**src/logic/awu_pkg.sv**
```systemverilog
// Package of constants shared by the auto wakeup block.
package awu_pkg;

  // ----------------------------------------------------------------
  // Register map (byte offsets on the register bus)
  // ----------------------------------------------------------------
  localparam int AWU_ADDR_W = 5;
  localparam logic [4:0] AWU_OFF_KEYPAD_STATUS_CONTROL = 5'h00;
  localparam logic [4:0] AWU_OFF_KEYPAD_IRQ_ENABLE_REG = 5'h04;
  localparam logic [4:0] AWU_OFF_CONFIG_REG_ONE = 5'h08;
  localparam logic [4:0] AWU_OFF_CONFIG_REG_TWO = 5'h0c;
  localparam logic [4:0] AWU_OFF_PORT_A_DATA = 5'h10;
  localparam logic [4:0] AWU_OFF_IRQ_STATUS = 5'h14;
  localparam logic [4:0] AWU_OFF_IRQ_MASK = 5'h18;

  // ----------------------------------------------------------------
  // Field positions
  // ----------------------------------------------------------------
  localparam int AWU_BIT_KEYPAD_ACK = 2;
  localparam int AWU_BIT_WAKE_IRQ_ENABLE = 6;
  localparam int AWU_BIT_PERIOD_SELECT = 0;
  localparam int AWU_BIT_OSC_RUN_IN_HALT_SELECT = 1;
  localparam int AWU_BIT_WAKE_LATCH = 6;
  localparam int AWU_EV_OVERFLOW = 0;
  localparam int AWU_EV_LATCH_SET = 1;
  localparam int AWU_EV_W = 2;

  // ----------------------------------------------------------------
  // Reset values and counts
  // ----------------------------------------------------------------
  localparam logic AWU_RST_WAKE_IRQ_ENABLE = 1'b0;
  localparam logic AWU_RST_PERIOD_SELECT = 1'b0;
  localparam logic AWU_RST_OSC_SELECT = 1'b0;
  localparam logic [1:0] AWU_RST_IRQ = 2'h0;
  localparam int AWU_CNT_W = 16;
  localparam int AWU_SHORT_COUNT = 512;
  localparam int AWU_LONG_COUNT = 16384;

  localparam logic [1:0] AWU_RESP_OKAY = 2'h0;
  localparam logic [1:0] AWU_RESP_SLVERR = 2'h2;

  // True for an offset that holds a register.
  function automatic logic awu_mapped(input logic [4:0] a);
    return (a == AWU_OFF_KEYPAD_STATUS_CONTROL) || (a == AWU_OFF_KEYPAD_IRQ_ENABLE_REG) ||
           (a == AWU_OFF_CONFIG_REG_ONE) || (a == AWU_OFF_CONFIG_REG_TWO) ||
           (a == AWU_OFF_PORT_A_DATA) || (a == AWU_OFF_IRQ_STATUS) || (a == AWU_OFF_IRQ_MASK);
  endfunction

endpackage

```
**src/logic/awu_reg_if.sv**
```systemverilog
// Register access carrier between the bus slave and the wakeup core.
`timescale 1ns/100ps
interface awu_reg_if;
  logic wr_req;
  logic [4:0] wr_addr;
  logic [31:0] wr_data;
  logic [3:0] wr_strb;
  logic [4:0] rd_addr;
  logic [31:0] rd_data;

  modport slave (
    output wr_req, wr_addr, wr_data, wr_strb, rd_addr,
    input rd_data
  );
  modport core (
    input wr_req, wr_addr, wr_data, wr_strb, rd_addr,
    output rd_data
  );
endinterface

```
**src/logic/awu_period_counter.sv**
```systemverilog
// Wakeup period counter with short and long overflow counts.
`timescale 1ns/100ps
module awu_period_counter import awu_pkg::*; #(
  parameter int CNT_W = AWU_CNT_W,
  parameter int SHORT_COUNT = AWU_SHORT_COUNT,
  parameter int LONG_COUNT = AWU_LONG_COUNT
) (
  // Clock and reset
  input wire logic clk,
  input wire logic rstn,
  input wire logic ce,
  // Control
  input wire logic active,
  input wire logic tick,
  input wire logic period_select,
  // Event
  output logic overflow
);

  if (SHORT_COUNT < 1 || LONG_COUNT < 1 || LONG_COUNT >= (1 << CNT_W) ||
      SHORT_COUNT >= (1 << CNT_W)) begin : g_bad_count
    $error("awu_period_counter: counts do not fit the counter");
  end

  logic [CNT_W-1:0] cnt_q;
  logic [CNT_W-1:0] last;

  assign last = period_select ? CNT_W'(SHORT_COUNT - 1) : CNT_W'(LONG_COUNT - 1);
  assign overflow = active && tick && (cnt_q == last);

  always_ff @(posedge clk) begin
    if (!rstn) begin
      cnt_q <= '0;
    end else if (ce) begin
      if (!active) begin
        cnt_q <= '0;
      end else if (overflow) begin
        cnt_q <= '0;
      end else if (tick) begin
        cnt_q <= cnt_q + CNT_W'(1);
      end
    end
  end

  a_cnt_start_zero: assert property (@(posedge clk) disable iff (!rstn)
    ce && !active |=> cnt_q == '0)
    else $error("counter not cleared outside stop");
  a_ovf_wraps_zero: assert property (@(posedge clk) disable iff (!rstn)
    ce && overflow |=> cnt_q == '0 && $past(cnt_q) == $past(last))
    else $error("overflow at wrong count");

endmodule // awu_period_counter

```
**src/logic/awu_axil_slave.sv**
```systemverilog
// AXI4-Lite slave front end for the wakeup registers.
`timescale 1ns/100ps
module awu_axil_slave import awu_pkg::*; (
  // Clock and reset
  input wire logic clk,
  input wire logic rstn,
  input wire logic ce,
  // Write channels
  input wire logic s_axi_awvalid,
  output logic s_axi_awready,
  input wire logic [AWU_ADDR_W-1:0] s_axi_awaddr,
  input wire logic s_axi_wvalid,
  output logic s_axi_wready,
  input wire logic [31:0] s_axi_wdata,
  input wire logic [3:0] s_axi_wstrb,
  output logic s_axi_bvalid,
  input wire logic s_axi_bready,
  output logic [1:0] s_axi_bresp,
  // Read channels
  input wire logic s_axi_arvalid,
  output logic s_axi_arready,
  input wire logic [AWU_ADDR_W-1:0] s_axi_araddr,
  output logic s_axi_rvalid,
  input wire logic s_axi_rready,
  output logic [31:0] s_axi_rdata,
  output logic [1:0] s_axi_rresp,
  // Core side
  awu_reg_if.slave rif
);

  logic aw_full_q;
  logic w_full_q;
  logic [4:0] awaddr_q;
  logic [31:0] wdata_q;
  logic [3:0] wstrb_q;

  // Readies drop while frozen so that no beat is taken and then lost.
  assign s_axi_awready = ce && !aw_full_q && !s_axi_bvalid;
  assign s_axi_wready = ce && !w_full_q && !s_axi_bvalid;
  assign s_axi_arready = ce && !s_axi_rvalid;

  assign rif.wr_req = ce && aw_full_q && w_full_q && !s_axi_bvalid;
  assign rif.wr_addr = awaddr_q;
  assign rif.wr_data = wdata_q;
  assign rif.wr_strb = wstrb_q;
  assign rif.rd_addr = s_axi_araddr;

  // ----------------------------------------------------------------
  // Write path
  // ----------------------------------------------------------------
  always_ff @(posedge clk) begin
    if (!rstn) begin
      aw_full_q <= 1'b0;
      w_full_q <= 1'b0;
      awaddr_q <= '0;
      wdata_q <= '0;
      wstrb_q <= '0;
      s_axi_bvalid <= 1'b0;
      s_axi_bresp <= AWU_RESP_OKAY;
    end else if (ce) begin
      if (s_axi_awvalid && s_axi_awready) begin
        aw_full_q <= 1'b1;
        awaddr_q <= {s_axi_awaddr[4:2], 2'h0};
      end
      if (s_axi_wvalid && s_axi_wready) begin
        w_full_q <= 1'b1;
        wdata_q <= s_axi_wdata;
        wstrb_q <= s_axi_wstrb;
      end
      if (rif.wr_req) begin
        aw_full_q <= 1'b0;
        w_full_q <= 1'b0;
        s_axi_bvalid <= 1'b1;
        s_axi_bresp <= awu_mapped(awaddr_q) ? AWU_RESP_OKAY : AWU_RESP_SLVERR;
      end else if (s_axi_bready) begin
        s_axi_bvalid <= 1'b0;
      end
    end
  end

  // ----------------------------------------------------------------
  // Read path
  // ----------------------------------------------------------------
  always_ff @(posedge clk) begin
    if (!rstn) begin
      s_axi_rvalid <= 1'b0;
      s_axi_rdata <= '0;
      s_axi_rresp <= AWU_RESP_OKAY;
    end else if (ce) begin
      if (s_axi_arvalid && s_axi_arready) begin
        s_axi_rvalid <= 1'b1;
        s_axi_rdata <= rif.rd_data;
        s_axi_rresp <= awu_mapped({s_axi_araddr[4:2], 2'h0}) ? AWU_RESP_OKAY : AWU_RESP_SLVERR;
      end else if (s_axi_rready) begin
        s_axi_rvalid <= 1'b0;
      end
    end
  end

endmodule // awu_axil_slave

```
**src/logic/awu_top.sv**
```systemverilog
// Auto wakeup unit: stop-mode period generator, wake latch and registers.
//
// Summary of operation
// Overflows become wakeup requests handed to the keypad interrupt unit instead of a pin event.
// Oscillator, counter and request generation stay idle in run mode and work only in stop.
// A wakeup request sets the wake latch only while the wake interrupt enable bit is set.
// The counter counts private RC oscillator edges with the select bit clear, doubled bus clock edges with it set.
// At the overflow count the latch is set and the request is forwarded to the keypad logic.
// The latched request raises the keypad-vector interrupt only while the enable bit is set.
// Period select one picks the short overflow count and zero the long one.
// The latch reads at bit 6 of the port A data register, read-only, with nothing else at that bit.
// Writing the keypad acknowledge bit clears the latch, and reset clears it too.
// Reading the latch shows its true state whatever the enable bit says.
// The counter is held at zero outside stop so each stop starts a full period.
//
// Register access over AXI4-Lite and the placing of the registers were chosen for this implementation.
`timescale 1ns/100ps
module awu_top import awu_pkg::*; #(
  parameter int CNT_W = AWU_CNT_W,
  parameter int SHORT_COUNT = AWU_SHORT_COUNT,
  parameter int LONG_COUNT = AWU_LONG_COUNT
) (
  // Clock, reset and freeze
  input wire logic clk,
  input wire logic rstn,
  input wire logic ce,
  // Power mode from the system logic
  input wire logic stop_mode,
  // Count sources, asynchronous to clk
  input wire logic private_rc_oscillator,
  input wire logic double_bus_clock,
  output logic rc_osc_enable,
  // Keypad interrupt unit side
  output logic wake_request,
  output logic kbi_wake_irq,
  // Interrupt
  output logic irq,
  // AXI4-Lite write channels
  input wire logic s_axi_awvalid,
  output logic s_axi_awready,
  input wire logic [AWU_ADDR_W-1:0] s_axi_awaddr,
  input wire logic s_axi_wvalid,
  output logic s_axi_wready,
  input wire logic [31:0] s_axi_wdata,
  input wire logic [3:0] s_axi_wstrb,
  output logic s_axi_bvalid,
  input wire logic s_axi_bready,
  output logic [1:0] s_axi_bresp,
  // AXI4-Lite read channels
  input wire logic s_axi_arvalid,
  output logic s_axi_arready,
  input wire logic [AWU_ADDR_W-1:0] s_axi_araddr,
  output logic s_axi_rvalid,
  input wire logic s_axi_rready,
  output logic [31:0] s_axi_rdata,
  output logic [1:0] s_axi_rresp
);

  // ----------------------------------------------------------------
  // Register bus
  // ----------------------------------------------------------------
  awu_reg_if rif ();

  awu_axil_slave u_bus (
    .clk(clk),
    .rstn(rstn),
    .ce(ce),
    .s_axi_awvalid(s_axi_awvalid),
    .s_axi_awready(s_axi_awready),
    .s_axi_awaddr(s_axi_awaddr),
    .s_axi_wvalid(s_axi_wvalid),
    .s_axi_wready(s_axi_wready),
    .s_axi_wdata(s_axi_wdata),
    .s_axi_wstrb(s_axi_wstrb),
    .s_axi_bvalid(s_axi_bvalid),
    .s_axi_bready(s_axi_bready),
    .s_axi_bresp(s_axi_bresp),
    .s_axi_arvalid(s_axi_arvalid),
    .s_axi_arready(s_axi_arready),
    .s_axi_araddr(s_axi_araddr),
    .s_axi_rvalid(s_axi_rvalid),
    .s_axi_rready(s_axi_rready),
    .s_axi_rdata(s_axi_rdata),
    .s_axi_rresp(s_axi_rresp),
    .rif(rif)
  );

  logic wake_irq_enable_q;
  logic period_select_q;
  logic osc_run_in_halt_select_q;
  logic wake_latch_q;
  logic [AWU_EV_W-1:0] irq_status_q;
  logic [AWU_EV_W-1:0] irq_mask_q;
  logic [AWU_EV_W-1:0] events;

  // Only the low byte carries fields, so only its strobe matters.
  function automatic logic wr_hit(input logic [4:0] off);
    return rif.wr_req && (rif.wr_addr == off) && rif.wr_strb[0];
  endfunction

  logic keypad_ack;
  assign keypad_ack = wr_hit(AWU_OFF_KEYPAD_STATUS_CONTROL) && rif.wr_data[AWU_BIT_KEYPAD_ACK];

  // ----------------------------------------------------------------
  // Clock source synchronisers and edge detection
  // ----------------------------------------------------------------
  // Index 0 is the private RC oscillator, index 1 the doubled bus clock.
  logic [1:0] src_pins;
  logic [1:0] src_meta_q;
  logic [1:0] src_sync_q;
  logic [1:0] src_last_q;
  logic [1:0] src_rise;
  logic tick;

  assign src_pins = {double_bus_clock, private_rc_oscillator};

  for (genvar i = 0; i < 2; i++) begin : g_src
    always_ff @(posedge clk) begin
      if (!rstn) begin
        src_meta_q[i] <= 1'b0;
        src_sync_q[i] <= 1'b0;
        src_last_q[i] <= 1'b0;
      end else if (ce) begin
        src_meta_q[i] <= src_pins[i];
        src_sync_q[i] <= src_meta_q[i];
        src_last_q[i] <= src_sync_q[i];
      end
    end
    assign src_rise[i] = src_sync_q[i] && !src_last_q[i];
  end

  // The sources must run well below clk/2 or edges are missed.
  assign tick = osc_run_in_halt_select_q ? src_rise[1] : src_rise[0];
  // The private oscillator only runs in stop and only when it is the source.
  assign rc_osc_enable = stop_mode && !osc_run_in_halt_select_q;

  // ----------------------------------------------------------------
  // Period counter
  // ----------------------------------------------------------------
  awu_period_counter #(
    .CNT_W(CNT_W),
    .SHORT_COUNT(SHORT_COUNT),
    .LONG_COUNT(LONG_COUNT)
  ) u_cnt (
    .clk(clk),
    .rstn(rstn),
    .ce(ce),
    .active(stop_mode),
    .tick(tick),
    .period_select(period_select_q),
    .overflow(wake_request)
  );

  // ----------------------------------------------------------------
  // Configuration registers
  // ----------------------------------------------------------------
  always_ff @(posedge clk) begin
    if (!rstn) begin
      wake_irq_enable_q <= AWU_RST_WAKE_IRQ_ENABLE;
    end else if (ce && wr_hit(AWU_OFF_KEYPAD_IRQ_ENABLE_REG)) begin
      wake_irq_enable_q <= rif.wr_data[AWU_BIT_WAKE_IRQ_ENABLE];
    end
  end

  always_ff @(posedge clk) begin
    if (!rstn) begin
      period_select_q <= AWU_RST_PERIOD_SELECT;
    end else if (ce && wr_hit(AWU_OFF_CONFIG_REG_ONE)) begin
      period_select_q <= rif.wr_data[AWU_BIT_PERIOD_SELECT];
    end
  end

  always_ff @(posedge clk) begin
    if (!rstn) begin
      osc_run_in_halt_select_q <= AWU_RST_OSC_SELECT;
    end else if (ce && wr_hit(AWU_OFF_CONFIG_REG_TWO)) begin
      osc_run_in_halt_select_q <= rif.wr_data[AWU_BIT_OSC_RUN_IN_HALT_SELECT];
    end
  end

  // ----------------------------------------------------------------
  // Wake latch
  // ----------------------------------------------------------------
  // A request in the acknowledge cycle wins so no wakeup is lost.
  always_ff @(posedge clk) begin
    if (!rstn) begin
      wake_latch_q <= 1'b0;
    end else if (ce) begin
      if (wake_request && wake_irq_enable_q) begin
        wake_latch_q <= 1'b1;
      end else if (keypad_ack) begin
        wake_latch_q <= 1'b0;
      end
    end
  end

  assign kbi_wake_irq = wake_latch_q && wake_irq_enable_q;

  // ----------------------------------------------------------------
  // Interrupt status and mask
  // ----------------------------------------------------------------
  assign events[AWU_EV_OVERFLOW] = wake_request;
  assign events[AWU_EV_LATCH_SET] = wake_request && wake_irq_enable_q && !wake_latch_q;

  always_ff @(posedge clk) begin
    if (!rstn) begin
      irq_status_q <= AWU_RST_IRQ;
    end else if (ce) begin
      if (wr_hit(AWU_OFF_IRQ_STATUS)) begin
        irq_status_q <= (irq_status_q & ~rif.wr_data[AWU_EV_W-1:0]) | events;
      end else begin
        irq_status_q <= irq_status_q | events;
      end
    end
  end

  always_ff @(posedge clk) begin
    if (!rstn) begin
      irq_mask_q <= AWU_RST_IRQ;
    end else if (ce && wr_hit(AWU_OFF_IRQ_MASK)) begin
      irq_mask_q <= rif.wr_data[AWU_EV_W-1:0];
    end
  end

  assign irq = |(irq_status_q & irq_mask_q);

  // ----------------------------------------------------------------
  // Read data
  // ----------------------------------------------------------------
  // The acknowledge bit is a write strobe and always reads zero.
  always_comb begin
    rif.rd_data = 32'h0;
    unique case ({rif.rd_addr[4:2], 2'h0})
      AWU_OFF_KEYPAD_IRQ_ENABLE_REG: rif.rd_data[AWU_BIT_WAKE_IRQ_ENABLE] = wake_irq_enable_q;
      AWU_OFF_CONFIG_REG_ONE: rif.rd_data[AWU_BIT_PERIOD_SELECT] = period_select_q;
      AWU_OFF_CONFIG_REG_TWO: begin
        rif.rd_data[AWU_BIT_OSC_RUN_IN_HALT_SELECT] = osc_run_in_halt_select_q;
      end
      AWU_OFF_PORT_A_DATA: rif.rd_data[AWU_BIT_WAKE_LATCH] = wake_latch_q;
      AWU_OFF_IRQ_STATUS: rif.rd_data[AWU_EV_W-1:0] = irq_status_q;
      AWU_OFF_IRQ_MASK: rif.rd_data[AWU_EV_W-1:0] = irq_mask_q;
      default: rif.rd_data = 32'h0;
    endcase
  end

  // ----------------------------------------------------------------
  // Checks
  // ----------------------------------------------------------------
  a_latch_set_req: assert property (@(posedge clk) disable iff (!rstn)
    ce && wake_request && wake_irq_enable_q |=> wake_latch_q)
    else $error("enabled request did not set the latch");

  a_latch_set_cause: assert property (@(posedge clk) disable iff (!rstn)
    $rose(wake_latch_q) |-> $past(wake_request) && $past(wake_irq_enable_q))
    else $error("latch set without an enabled request");

  a_ack_clears_latch: assert property (@(posedge clk) disable iff (!rstn)
    ce && keypad_ack && !(wake_request && wake_irq_enable_q) |=> !wake_latch_q)
    else $error("acknowledge did not clear the latch");

  a_kbi_irq_gated: assert property (@(posedge clk) disable iff (!rstn)
    wake_latch_q && !wake_irq_enable_q |-> !kbi_wake_irq)
    else $error("wake interrupt raised while disabled");

  a_run_mode_quiet: assert property (@(posedge clk) disable iff (!rstn)
    !stop_mode |-> !wake_request && !rc_osc_enable)
    else $error("wakeup logic active in run mode");

  a_tick_source_sel: assert property (@(posedge clk) disable iff (!rstn)
    wake_request |-> (osc_run_in_halt_select_q ? src_rise[1] : src_rise[0]))
    else $error("request without an edge of the selected source");

  a_porta_latch_read: assert property (@(posedge clk) disable iff (!rstn)
    s_axi_arvalid && s_axi_arready && s_axi_araddr == AWU_OFF_PORT_A_DATA
    |=> s_axi_rdata == {25'h0, $past(wake_latch_q), 6'h0})
    else $error("port A read does not show the latch alone");

  a_latch_read_true: assert property (@(posedge clk) disable iff (!rstn)
    s_axi_arvalid && s_axi_arready && s_axi_araddr == AWU_OFF_PORT_A_DATA && !wake_irq_enable_q
    ##1 s_axi_rvalid |-> s_axi_rdata[AWU_BIT_WAKE_LATCH] == $past(wake_latch_q))
    else $error("latch read masked by the enable bit");

  // Freeze checks only fire while the bench pulls ce low inside a stop window.
  a_freeze_holds: assert property (@(posedge clk) disable iff (!rstn)
    !ce |=> $stable(wake_latch_q) && $stable(irq_status_q) && $stable(irq_mask_q))
    else $error("state changed while frozen");

  a_latch_fall_ack: assert property (@(posedge clk) disable iff (!rstn)
    $fell(wake_latch_q) |-> $past(keypad_ack))
    else $error("latch cleared without an acknowledge");

  a_latch_held: assert property (@(posedge clk) disable iff (!rstn)
    wake_latch_q && !keypad_ack |=> wake_latch_q)
    else $error("latch dropped without an acknowledge");

  a_status_sticky: assert property (@(posedge clk) disable iff (!rstn)
    !(rif.wr_req && rif.wr_addr == AWU_OFF_IRQ_STATUS && rif.wr_strb[0])
    |=> (irq_status_q & $past(irq_status_q)) == $past(irq_status_q))
    else $error("status bit cleared without a write");

  a_status_ovf_set: assert property (@(posedge clk) disable iff (!rstn)
    ce && wake_request |=> irq_status_q[AWU_EV_OVERFLOW])
    else $error("overflow did not set its status bit");

  a_mask_write: assert property (@(posedge clk) disable iff (!rstn)
    rif.wr_req && rif.wr_addr == AWU_OFF_IRQ_MASK && rif.wr_strb[0]
    |=> irq_mask_q == $past(rif.wr_data[AWU_EV_W-1:0]))
    else $error("mask write did not land");

endmodule // awu_top

```
**config.mk**
```make
export PLATFORM = sky130hd
export DESIGN_NAME = awu_top
export DESIGN_NICKNAME = d
export VERILOG_FILES = /design/src/logic/awu_pkg.sv /design/src/logic/awu_reg_if.sv /design/src/logic/awu_period_counter.sv /design/src/logic/awu_axil_slave.sv /design/src/logic/awu_top.sv
export SDC_FILE = /design/constraint.sdc
export NUM_CORES = 1
export LEC_CHECK = 0
export BUFFER_PORTS_ARGS = -buffer_cell sky130_fd_sc_hd__buf_2
export CAP_MARGIN = 20
export CORE_MARGIN = 2
export CORE_UTILIZATION = 40
export CTS_BUF_LIST = sky130_fd_sc_hd__clkbuf_8
export CTS_CLUSTER_SIZE = 25
export DETAILED_ROUTE_END_ITERATION = 16
export PLACE_DENSITY = 0.68
export SLEW_MARGIN = 20
export SYNTH_ARGS = -nofsm -noshare
export SYNTH_HDL_FRONTEND = slang
export SYNTH_SLANG_ARGS = --single-unit
```
**constraint.sdc**
```tcl
create_clock -name clk -period 3.9 [get_ports clk]
set_clock_uncertainty 0.05 [all_clocks]
set_input_delay 0.195 -clock clk [delete_from_list [all_inputs] [get_ports clk]]
set_output_delay 0.195 -clock clk [all_outputs]
set_load 0.01 [all_outputs]
```
Yosys cells after proc, flatten, opt, wreduce, memory -nomap -nowiden
Index checks and enable logic that the tools add are counted.
Operators by class
  shift operators: 0
  reductions and logical operators: 74
  bitwise logic cells: 5
  $mul: 0
  equal/unequal tests: 14
  magnitude comparators: 0
  $add $sub $neg: 1
  divide/modulo/power cells: 0
  muxes and demuxes: 21
Operator list (number)
  16-bit 2-to-1 mux: 3
  1-bit logical AND: 36
  2-bit AND reduction: 10
  3-bit == test (second input constant): 6
  16-bit by 1-bit adder with 16-bit output (second input constant): 1
  16-bit == test: 1
  14-bit 2-to-1 mux: 1
  3-bit by 2-bit == test with 1-bit output (second input constant): 4
  1-bit logical OR: 12
  1-bit 2-to-1 mux: 11
  2-bit nonzero test: 5
  1-bit logical NOT: 8
  3-bit by 1-bit == test with 1-bit output (second input constant): 2
  2-bit 2-to-1 mux: 3
  1-bit one-hot mux with 3 select lines: 2
  5-bit logical NOT: 1
  2-bit AND: 2
  2-bit OR: 2
  3-bit logical NOT: 1
  3-bit by 1-bit != test with 1-bit output (second input constant): 1
  2-bit NOT: 1
  1-bit one-hot mux with 2 select lines: 1
  2-bit OR reduction: 1
Storage, ports and cells
  memories kept: 0
  bits in registers: 52
  output and inout port bits: 45
  logic and storage cells: 138
  bits in read-only memories: 0
  bits of input ports: 57
  bits in writable memories: 0
  latch bits: 0

Logic depth before layout (Yosys ltp)
  word-level depth: 9
  mapped depth: 6
  depth with buffers taken out: 6

Modules after synthesis
Synthesis repeated with hierarchy kept, for this count alone.
Unflattened totals
  cells, all modules: 529
  area, all modules: 4839.6 um^2
By module, submodules not included
  awu_axil_slave: times used 1, area an instance 3206.8 um^2, seq. area each 1541.5 um^2, cells an instance 346
  awu_period_counter: times used 1, area an instance 883.3 um^2, seq. area each 320.3 um^2, cells an instance 100
  awu_top: times used 1, area an instance 749.5 um^2, seq. area each 280.3 um^2, cells an instance 83

Least setup slack after synthesis
OpenSTA, ideal clock, no wires.
  path kind: register -> register
  start: register u_cnt.cnt_q[10]
  end: register u_cnt.cnt_q[5]
  path buffers: 0
  library setup time: 0.116 ns
  data arrival time: 1.533 ns
  cell stages (with the launch flop): 6
  required time: 3.734 ns
  clock period less this slack: 1.699 ns
  path slack: 2.201 ns
  cell sequence: dfxtp_1 > or4_4 > mux2i_4 > a31o_4 > o41ai_1 > a31o_1
On the way
  word-level cells in the longest chain between the ends: 4
  elaborated cells between the ends (all ways): 6
  classes of those cells: 2 x eq/ne; 2 x mux; 2 x reduce/logical
Ends and longest elaborated chain
  from (decl): RTL line awu_period_counter.sv:25  | logic [CNT_W-1:0] cnt_q;
  from (signal assigned): RTL line awu_period_counter.sv:40  | cnt_q <= cnt_q + CNT_W'(1);
  16-bit == test *: RTL line awu_period_counter.sv:29  | assign overflow = active && tick && (cnt_q == last);
  1-bit logical AND *: RTL line awu_period_counter.sv:29
  3-bit by 1-bit != test with 1-bit output (no source line) or 16-bit 2-to-1 mux (tied branches)
  2-bit AND reduction (no source line) or 16-bit 2-to-1 mux (tied branches)
Every way passes the cells marked *; elsewhere a longest branch is shown, timed or not.
A chain may end at the register's enable or synchronous reset.

Worst setup path in the final report
  start: register u_cnt.cnt_q[10]
  end: output wake_request
On the way
  word-level cells in the longest chain between the ends: 2
Ends and longest elaborated chain
  16-bit == test: RTL line awu_period_counter.sv:29
  1-bit logical AND: RTL line awu_period_counter.sv:29
  to (decl): RTL line awu_top.sv:34  | output logic wake_request,
Every way passes these cells.

==> impl.org <==
** Synth
- For this run, the register share of the synthesized area comes to 0.363.
- Cell area after technology mapping :: 2590 sq um
- Post-synthesis cell count :: 306
- The synthesized design contains 0 enable-type register cells.
- Sorting the synthesized cells by how often they occur yields sky130_fd_sc_hd__dfxtp_1 (47), sky130_fd_sc_hd__nor2_1 (47), sky130_fd_sc_hd__buf_4 (31).
- The most used flip-flop cell after synthesis is sky130_fd_sc_hd__dfxtp_1.
- The synthesized design spends more area on one cell type than any other, namely sky130_fd_sc_hd__dfxtp_1.
- A synthesized cell averages 8.46 sq um.
- Number of library cell types mapped by synthesis :: 56
- Total of flip-flops plus latches after synthesis :: 47
- During synthesis, Yosys emitted a total of 0 warnings.
- Fraction of registers with async set/reset :: 0
- Sorting the synthesized cells by area gives the leading types as sky130_fd_sc_hd__dfxtp_1 (36%), sky130_fd_sc_hd__buf_4 (9.0%), sky130_fd_sc_hd__mux2i_1 (8.1%).
- Share of Yosys cell area claimed by the top area cell type :: 0.363

** Setup path
- The largest individual stage delay along the critical path comes from the cell sky130_fd_sc_hd__or4_4.
- Max incr delay on CP :: 0.56 ns
- Top fanout value on the critical path :: 7
- Kind of start point of the critical path :: flop
- Path type of the worst setup path :: reg2out
- Cells along the critical path :: or4_4, mux2i_4, nand3_1, nor2_1, buf_2
- The kind of cell with the highest combined delay along the critical path is simple AND/OR/NAND/NOR gates.
- Sum of buffers and inverters on the critical path :: 1
- The worst setup path is captured at an output pin.
- Data on the critical path arrives at its endpoint at 1.98 ns.
- STA puts the critical path data required time at 3.65 ns.

** STA
- Final worst path period share :: 0.571
- WHS :: 0.0691 ns
- Setup violations remaining at the end of the flow were counted as 0.
- Count of endpoints failing hold in the final timing report :: 0
- Highest attainable clock frequency :: 0.449 GHz
- The worst path in the final design needs a cycle of 2.23 ns, including I/O delays and setup.
- The final count of pins violating max slew came to 0.
- Setup repair after global routing missed its margin :: false
- Worst slew margin relative to its limit :: 0.300
- Setup tns final :: 0 ns
- Actual slew at the worst max-slew pin :: 1.04 ns

** Die
- The die covers 7130 sq um.
- Row generation in the floorplan step produced 29 rows.
- Placeable core region :: 6310 sq um
- The initial utilization of the core area, before any placement, comes to 0.410.
- Die Y :: 84.5 um
- I/O pin cnt :: 102
- Die X :: 84.5 um

** Detailed routing
- Pre-antenna DRT Iters :: 4
- First DRT Iteration DRCs :: 73
- After detailed routing, the number of vias per cell comes to 5.15.
- ANT nets after route :: 0
- Via Count :: 2,132
- For this run, design rule violations remaining after detail routing come to 0.
- The final layout contains routed wiring with a total length of 5.16 mm.
- After detailed routing, the average wire length per cell comes to 12.5 um.

** Clocking
- Hold repair after CTS inserted 0 buffers.
- Clock-pin slew was measured on the worst setup and hold paths at 0.09 ns.
- Clock tree synthesis inserted a total of 5 buffers.
- Counting every sink on the clock net gives 47.
- The H-tree generated during clock tree synthesis spans 2 levels.
- Number of buffers on the longest clock path :: 2
- TritonCTS built the clock tree.
- Post-CTS sizing :: 0
- Cell chosen for the clock root :: sky130_fd_sc_hd__clkbuf_8
- The later pin in the worst-skew pair is clocked with a latency of 0.30 ns.
- The number of setup buffers added after CTS is 0.

** Outcome
- Outcome :: complete, no violations

** Global routing
- Leftover overflow at the end of global routing :: 0
- Entering global routing, the biggest net connects 29 pins.
- The first global-routing pass estimated 8.79 mm of wire.
- Across every metal layer, demand over resource in global routing totals 0.151.
- Initial antenna violation count :: 0
- The via count of the first global-routing pass was 1,859.

** Flow run
- Max-cap viol count :: 0

** Placed design
- Port bufs :: 35
- Final weighted congestion in routability-driven placement :: 0.872
- Half-perimeter wire length after detailed placement :: 3.87 mm

** Cells and area
- Total of fill cells in the finished design :: 641
- Ratio of cells with drive above 1 in the final layout :: 0.169
- Count of antenna diodes in the layout :: 0
- The area growth from synthesis to layout is 8.12%.
- The net count of the finished layout is 394.

** Pwr
- In this run the static leakage power is 1.11 nW.
- Power density over the cells :: 346 nW/um^2
- VDD sags by at most 0.173 mV.

** Min path
- The worst hold path belongs to the class in2reg.
cell type report:
| type | count | area [sq um] | share of cell area |
|---|---|---|---|
| Sequential cell | 47 | 941 | 0.336 |
| Inverter | 5 | 18.8 | 0.00670 |
| Clock inverter | 3 | 47.5 | 0.0170 |
| Multi-Input combinational cell | 241 | 1450 | 0.516 |
| Tap cell | 77 | 96.3 | 0.0344 |
| Clock buffer | 5 | 68.8 | 0.0246 |
| Timing Repair Buffer | 36 | 183 | 0.0652 |
sequential cells by signal, summed over array words and instances, names as in the netlist, 2 cells and up:
name and count:
src_sync_q 2, src_meta_q 2, irq_mask_q 2, u_bus.rif.wr_addr 3, u_bus.rif.wr_data 4, irq_status_q 2, src_last_q 2, u_cnt.cnt_q 16
u_bus.s_axi_rdata 3
power breakdown:
| group | switching (W) | internal (W) |
|---|---|---|
| combinational | 0.0000594 | 0.0000345 |
| clock | 0.000176 | 0.000194 |
| sequential | 0.0000112 | 0.000492 |
| total | 0.000247 | 0.000721 |
worst register-to-register path, stage by stage (launching register included):
cell and delay (ns):
sky130_fd_sc_hd__dfxtp_1 0.38, sky130_fd_sc_hd__and3b_1 0.25, sky130_fd_sc_hd__o31ai_2 0.88, sky130_fd_sc_hd__o41ai_1 0.13, sky130_fd_sc_hd__a32oi_1 0.22, sky130_fd_sc_hd__nor2_1 0.05
cells in the final DEF (no fill, tap or decap), types with 2 or more instances in the layout:
master and instances:
sky130_fd_sc_hd__a211oi_1 2, sky130_fd_sc_hd__a21o_1 2, sky130_fd_sc_hd__a21oi_1 16, sky130_fd_sc_hd__a22o_1 3, sky130_fd_sc_hd__a31oi_1 8, sky130_fd_sc_hd__and2_1 5, sky130_fd_sc_hd__and3_1 3, sky130_fd_sc_hd__and3b_1 2
sky130_fd_sc_hd__buf_2 35, sky130_fd_sc_hd__clkbuf_8 5, sky130_fd_sc_hd__conb_1 31, sky130_fd_sc_hd__dfxtp_1 47, sky130_fd_sc_hd__inv_1 4, sky130_fd_sc_hd__mux2i_1 21, sky130_fd_sc_hd__nand2_1 22, sky130_fd_sc_hd__nand2b_1 4
sky130_fd_sc_hd__nand3_1 19, sky130_fd_sc_hd__nand3b_1 4, sky130_fd_sc_hd__nand4_1 7, sky130_fd_sc_hd__nand4b_1 2, sky130_fd_sc_hd__nor2_1 47, sky130_fd_sc_hd__nor2b_1 3, sky130_fd_sc_hd__nor3_1 3, sky130_fd_sc_hd__nor3b_1 2
sky130_fd_sc_hd__o21ai_0 3, sky130_fd_sc_hd__o41ai_1 2, sky130_fd_sc_hd__or2_2 2, sky130_fd_sc_hd__or3_1 4
path summary, 6_finish.rpt:
check / start / end / slack, ns / cells after the start
max: u_cnt.cnt_q[10] / wake_request / 1.67 / 5
min: double_bus_clock / src_meta_q[1] / 0.07 / 3
max reg2reg: osc_run_in_halt_select_q / u_cnt.cnt_q[12] / 1.84 / 5
min reg2reg: u_bus.s_axi_bresp[1] / u_bus.s_axi_bresp[1] / 0.42 / 2
per-stage QoR:
stage	cells	setup slack [ns]	total power (W)	instance area, sq um	util
4_1_cts	414	1.65	0.000979	2800	0.444
5_1_grt	414	1.57	0.00102	2800	0.444
3_3_place_gp	406	1.85	0.000606	2680	0.425
3_5_place_dp	406	1.84	0.000608	2680	0.425
6_report	414	1.67	0.000968	2800	0.444
2_1_floorplan	336	2.20	0.000603	2700	-
cells by family (layout without fill, tap and decap cells):
family / Yosys count / after routing / share of synthesized area
other: 1 / 31 / 0.00145
and+or+nand+nor: 138 / 138 / 0.282
AOI/OAI and AO/OA: 48 / 48 / 0.133
DFF: 47 / 47 / 0.363
muxes: 22 / 22 / 0.0899
xor gates and xnor gates: 1 / 1 / 0.00338
buffers and inverters: 48 / 49 / 0.122
adders and majority gates: 1 / 1 / 0.00483
layer usage:
metal	global-route usage	routed length [um]
met1	0.204	2560
met2	0.237	2270
met3	0.0344	259
met5	0	0
met4	0.0519	68
(Power assumes the default switching activity.)
